<file path="src/rtl/leiu_pkg.sv">
// Purpose: shared constants and carrier types for the link event interrupt unit
// Assumes: 8-bit registers on a word-per-address configuration port
// Notes: bit positions match in the mask and the flag register
package leiu_pkg;

   localparam int unsigned LEIU_ADDR_W = 12;
   localparam int unsigned LEIU_DATA_W = 8;
   localparam int unsigned LEIU_EVENT_COUNT = 5;

   localparam logic [LEIU_ADDR_W-1:0] LEIU_MASK_OFFSET = 12'h020;
   localparam logic [LEIU_ADDR_W-1:0] LEIU_FLAG_OFFSET = 12'h024;

   localparam logic [LEIU_DATA_W-1:0] LEIU_MASK_RESET = 8'h00;
   localparam logic [LEIU_DATA_W-1:0] LEIU_RDATA_RESET = 8'h00;
   localparam logic LEIU_FLAG_RESET = 1'h0;

   localparam int unsigned LEIU_BIT_INPHASE = 0;
   localparam int unsigned LEIU_BIT_QUADRATURE = 1;
   localparam int unsigned LEIU_BIT_LANE_FIFO = 2;
   localparam int unsigned LEIU_BIT_LINK_READY = 3;
   localparam int unsigned LEIU_BIT_JITTER = 4;
   localparam int unsigned LEIU_RESERVED_LSB = 5;

   // one register access: taken on the clock edge where wr or rd is high
   typedef struct packed {
      logic wr;
      logic rd;
      logic [LEIU_ADDR_W-1:0] addr;
      logic [LEIU_DATA_W-1:0] wdata;
   } leiu_reg_req_s;

   typedef struct packed {
      logic rd_valid;
      logic [LEIU_DATA_W-1:0] rdata;
   } leiu_reg_rsp_s;

   // field order gives the register bit positions 4 down to 0
   typedef struct packed {
      logic jitter_event;
      logic receiver_link_ready;
      logic lane_fifo_error;
      logic quadrature_pattern_error;
      logic inphase_pattern_error;
   } leiu_events_s;

   typedef struct packed {
      logic flag;
   } leiu_cell_s;

endpackage : leiu_pkg

</file>
<file path="src/rtl/leiu_flag_cell.sv">
// Purpose: one sticky event flag with write-one-to-clear
// Assumes: set and clear are synchronous to core_clk
// Notes: a set in the clearing cycle wins
`timescale 1ns/100ps
`default_nettype none
module leiu_flag_cell
   import leiu_pkg::*;
(
   // clock and reset
   input wire logic core_clk,
   input wire logic rst_b,
   // control
   input wire logic set_event,
   input wire logic clear_req,
   // state
   output logic flag
);

   leiu_cell_s state;
   leiu_cell_s next_state;

   always_comb begin
      next_state = state;
      if (clear_req) begin
         next_state.flag = 1'h0;
      end
      // set after clear so a same-cycle event is not lost
      if (set_event) begin
         next_state.flag = 1'h1;
      end
   end

   always_ff @(posedge core_clk or negedge rst_b) begin
      if (!rst_b) begin
         state.flag <= LEIU_FLAG_RESET;
      end else begin
         state <= next_state;
      end
   end

   assign flag = state.flag;

endmodule : leiu_flag_cell
`default_nettype wire

</file>
<file path="src/rtl/leiu_core.sv">
// Purpose: interrupt mask and sticky event flags for the serial receiver events
// Assumes: event inputs are synchronous to core_clk; one register access per cycle
// Notes: read data returns one cycle after the read strobe
`timescale 1ns/100ps
`default_nettype none
module leiu_core
   import leiu_pkg::*;
(
   // clock and reset
   input wire logic core_clk,
   input wire logic rst_b,
   // register access
   input wire leiu_reg_req_s reg_req,
   output leiu_reg_rsp_s reg_rsp,
   // detected events
   input wire leiu_events_s events,
   // interrupt and state view
   output logic irq_request,
   output logic [LEIU_EVENT_COUNT-1:0] event_flags
);

   typedef struct packed {
      logic [LEIU_EVENT_COUNT-1:0] mask;
      logic rd_valid;
      logic [LEIU_DATA_W-1:0] rdata;
   } leiu_core_s;

   leiu_core_s state;
   leiu_core_s next_state;
   logic [LEIU_EVENT_COUNT-1:0] set_vec;
   logic [LEIU_EVENT_COUNT-1:0] clear_vec;
   logic [LEIU_EVENT_COUNT-1:0] flags;
   logic flag_write;

   // event sources mapped to flag positions
   always_comb begin
      set_vec = '0;
      set_vec[LEIU_BIT_JITTER] = events.jitter_event;
      set_vec[LEIU_BIT_LINK_READY] = ~events.receiver_link_ready;
      set_vec[LEIU_BIT_LANE_FIFO] = events.lane_fifo_error;
      set_vec[LEIU_BIT_QUADRATURE] = events.quadrature_pattern_error;
      set_vec[LEIU_BIT_INPHASE] = events.inphase_pattern_error;
   end

   assign flag_write = reg_req.wr && (reg_req.addr == LEIU_FLAG_OFFSET);
   // only ones clear; zeros leave flags alone
   assign clear_vec = flag_write ? reg_req.wdata[LEIU_EVENT_COUNT-1:0] : '0;

   generate
      for (genvar i = 0; i < LEIU_EVENT_COUNT; i++) begin : g_flag
         leiu_flag_cell u_cell (
            .core_clk(core_clk),
            .rst_b(rst_b),
            .set_event(set_vec[i]),
            .clear_req(clear_vec[i]),
            .flag(flags[i])
         );
      end
   endgenerate

   always_comb begin
      next_state = state;
      next_state.rd_valid = reg_req.rd;
      if (reg_req.wr && (reg_req.addr == LEIU_MASK_OFFSET)) begin
         // reserved bits dropped on write
         next_state.mask = reg_req.wdata[LEIU_EVENT_COUNT-1:0];
      end
      if (reg_req.rd) begin
         case (reg_req.addr)
            LEIU_MASK_OFFSET: begin
               next_state.rdata = {3'h0, state.mask};
            end
            LEIU_FLAG_OFFSET: begin
               next_state.rdata = {3'h0, flags};
            end
            default: begin
               next_state.rdata = 8'h00;
            end
         endcase
      end
   end

   always_ff @(posedge core_clk or negedge rst_b) begin
      if (!rst_b) begin
         state.mask <= LEIU_MASK_RESET[LEIU_EVENT_COUNT-1:0];
         state.rd_valid <= 1'h0;
         state.rdata <= LEIU_RDATA_RESET;
      end else begin
         state <= next_state;
      end
   end

   // from flops only, so no glitch on the request
   assign irq_request = |(flags & state.mask);
   assign event_flags = flags;
   assign reg_rsp.rd_valid = state.rd_valid;
   assign reg_rsp.rdata = state.rdata;

endmodule : leiu_core
`default_nettype wire

</file>
<file path="config.mk">
export PLATFORM = sky130hd
export DESIGN_NAME = leiu_core
export DESIGN_NICKNAME = d
export VERILOG_FILES = /design/src/rtl/leiu_pkg.sv /design/src/rtl/leiu_flag_cell.sv /design/src/rtl/leiu_core.sv
export SDC_FILE = /design/constraint.sdc
export NUM_CORES = 1
export LEC_CHECK = 0
export BUFFER_PORTS_ARGS = -buffer_cell sky130_fd_sc_hd__buf_2
export CAP_MARGIN = 20
export CORE_MARGIN = 2
export CORE_UTILIZATION = 40
export DETAILED_ROUTE_END_ITERATION = 6
export MAX_ROUTING_LAYER = met4
export PLACE_DENSITY = 0.83
export SLEW_MARGIN = 25
export SYNTH_ARGS = -nofsm -noshare
export SYNTH_HDL_FRONTEND = slang
export SYNTH_SLANG_ARGS = --single-unit
</file>
<file path="constraint.sdc">
create_clock -name core_clk -period 1.3 [get_ports core_clk]
set_input_delay 0.26 -clock core_clk [delete_from_list [all_inputs] [get_ports core_clk]]
set_output_delay 0.26 -clock core_clk [all_outputs]
set_load 0.03 [all_outputs]
</file>
==> metrics.md <==
| Metric | Value |
|---|---|
| DP Worst Slack | -0.134 ns |
| Largest net degree at the start of global routing | 17 |
| Root buffer cell | clkbuf_4 |
| Worst-path cell chain | a222oi_1 -> nand2_1 -> buf_6 |
| Clk_lat worst skew | 0.28 ns |
| CP max stage cell | dfrtp_1 |
| Post-route clock period utilization | 1.19 |
| P&R area growth vs syn | 20.6% |
| Min Tclk post-route | 1.55 ns |
| Fmax | roughly 650 MHz |
| Post-synthesis compound-gate area fraction | 0.0895 |
| Nets | 145 |
| Placed instance area | 1040 µm² |
| Fraction of the mapped netlist area in simple logic gates | 0.165 |
| GRT Residual Overflow | 0 |
| H-tree levels | 1 |
| EDFF count, synth | 0 |
| DR WL met3 | roughly 120 µm |
| Syn Inst Count | 83 |
| Critical path class | reg2out |
| Worst hold path type | in2reg |
| Share of flip-flops with an asynchronous set or reset | 1.00 |
| GPL Wtd Cong | 0.811 |
| ANT nets after route | 0 |
| Yosys warns | 0 |
| Area of the core | 2170 µm² |
| Drt total wl | 1710 µm |
| TritonCTS clock tree | built |
| Register area share after synthesis | 0.448 |
| Initial DRC count | 4 |
| Chip Height | slightly above 50 µm |
| Layout cells sized above 1 | 0.509 |
| DRC | 0 |
| Pins Over Slew Limit | 0 |
| Count leader, synth | dfrtp_1 |
| Dominant cell type by area after synthesis | dfrtp_1 |
| Run status | complete, but fails checks |
| Worst Path Max Fanout | 2 |
| Met2 Wirelength | 894 µm |
| RSZ-0062 raised after global routing | true |
| Top layer in use | met4 |
| Via/cell ratio | 4.80 |
| LEAKAGE | 0.000535 µW |
| FF+latch count, synth | 16 |
| Commonest cells post-synth | 16 x dfrtp_1, 14 x buf_4, 9 x inv_1 |
| Initial antenna violation count | 0 |
| Post-Synth Adder-Cell Area | 0 |
| P per Cell Area | roughly 810 nW/µm² |
| Post-Route M1 WL | roughly 700 µm |
| First-pass GRT wire length | 2930 µm |
| Reg clk slew, reported paths | 0.09 ns |
| Clk buf depth | 2 |
| Final hold slack | 0.159 ns |
| Non-Filler Cell Area, Final | 1080 µm² |
| Die Wd | 51.3 µm |
| Setup tns final | -0.246 ns |
| Mapped Area | roughly 890 µm² |
| CP Capture Type | output pin |
| Total power | just under 900 µW |
| Combinational family with the most area after synthesis | simple AND/OR/NAND/NOR gates |
| Post-synth cell types | 23 |
| IO buf count | 37 |
| Vias | 682 |
| Violated checks | setup timing |
| Setup ws final | -0.246 ns |
| Initial Util | 0.412 |
| Final Setup Violations | 1 |
| Endpoints failing hold | 0 |
| Max Cap Viol | 0 |
| Crit path DAT | 1.29 ns |
| Vias in the first global route | 688 |
| Num CTS Buffers | 3 |
| GR Util All Layers | 0.150 |
| Synth top area share | 0.448 |
| Critical Path Start Type | flop |
| Wire per inst | roughly 12 µm |
| Clock skew | approximately 0.00048 ns |
| Top_reg_cell synth | dfrtp_1 |
| XOR/XNOR share of the synthesized area | 0 |
| Post-DP HPWL | approximately 1400 µm |
| CP peak stage delay | slightly below 0.4 ns |
| IR drop worst, VDD | 0.293 mV |
| Sink Count | 16 |
| I/O pin cnt | 44 |
| Multiplexer share of the synthesized area | 0.130 |
| DR pass1 iterations | 4 |
| CP required | 1.04 ns |
| # Post-CTS Setup Buffers | 0 |
| Post-Syn Area per Cell | around 11 µm² |
| Synth area leaders | dfrtp_1 45%, buf_4 12%, mux2_2 10% |
| Cell Rows | 17 |
| Die Area | about 2600 µm² |
| Ant diodes | 0 |
[where the power goes]
part	leakage (µW)	switching (µW)	total (µW)	internal [µW]
logic	0.000326	66.7	120	53.4
registers	0.000195	0.781	500	499
clock network	0.0000138	141	249	107
[worst max-delay path: cells and delay by family (launching register included)]
family / cells / cell delay (ns)
flops: 1 / 0.39
compound gates: 1 / 0.35
buf+inv: 1 / 0.15
simple gates: 1 / 0.12
[final cells by class]
class	count	area, µm²
clock buffers	3	22.5
fillers	230	1090
inverters	9	33.8
multi-input cells	44	355
flip-flops and latches	16	400
well taps	28	35.0
repair buffers	42	231
[cells in the final DEF (no fill, tap or decap), drive strengths merged, types with 3 or more instances in the layout]
cell type / count
inv: 9
nand2: 6
o22ai: 5
conb: 3
nor2: 4
a31oi: 5
buf: 41
dfrtp: 16
clkbuf: 3
mux2: 10
[worst paths after layout]
check,end,slack (ns),from,cells after the start
max reg2reg,reg_rsp[0]$_DFFE_PN0P_,0.25,g_flag[0].u_cell.flag$_DFFE_PN0P_,4
min reg2reg,reg_rsp[2]$_DFFE_PN0P_,0.52,reg_rsp[2]$_DFFE_PN0P_,2
min,g_flag[3].u_cell.flag$_DFFE_PN0P_,0.16,events[3],2
max,irq_request,-0.25,g_flag[4].u_cell.flag$_DFFE_PN0P_,3
min in group asynchronous,reg_rsp[0]$_DFFE_PN0P_,0.41,rst_b,2
max in group asynchronous,state[11]$_DFFE_PN0P_,0.64,rst_b,2
[sequential cells by signal, summed over array words and instances, names as in the netlist]
register and count:
g_flag.u_cell.flag 5, reg_rsp 6, state 5
[repair_timing]
item	in CTS	in global routing
resized for setup	2	0
hold endpoints to repair	16	0
pin swaps	2	0
hold buffers	1	0
endpoints found under the setup margin	1	1
[per-stage QoR]
step / util / cells
after floorplan: - / 85
after CTS: 0.497 / 142
final: 0.497 / 142
after detailed placement: 0.479 / 138
after global routing: 0.497 / 142
after global placement: 0.479 / 138
[layer usage]
layer	global-route usage	vias up
met2	0.275	29
met4	0.0395	0
met1	0.166	317
met3	0.0292	2
li1	-	334
met5	-	-
[cells by family (layout without fill, tap and decap cells)]
logic type	Yosys count	count (layout)
DFF	16	16
AOI/OAI and AO/OA	12	12
and+or+nand+nor	19	19
muxes	10	10
other	1	3
buffers and inverters	25	54
Power figures use the tool's default switching activity.
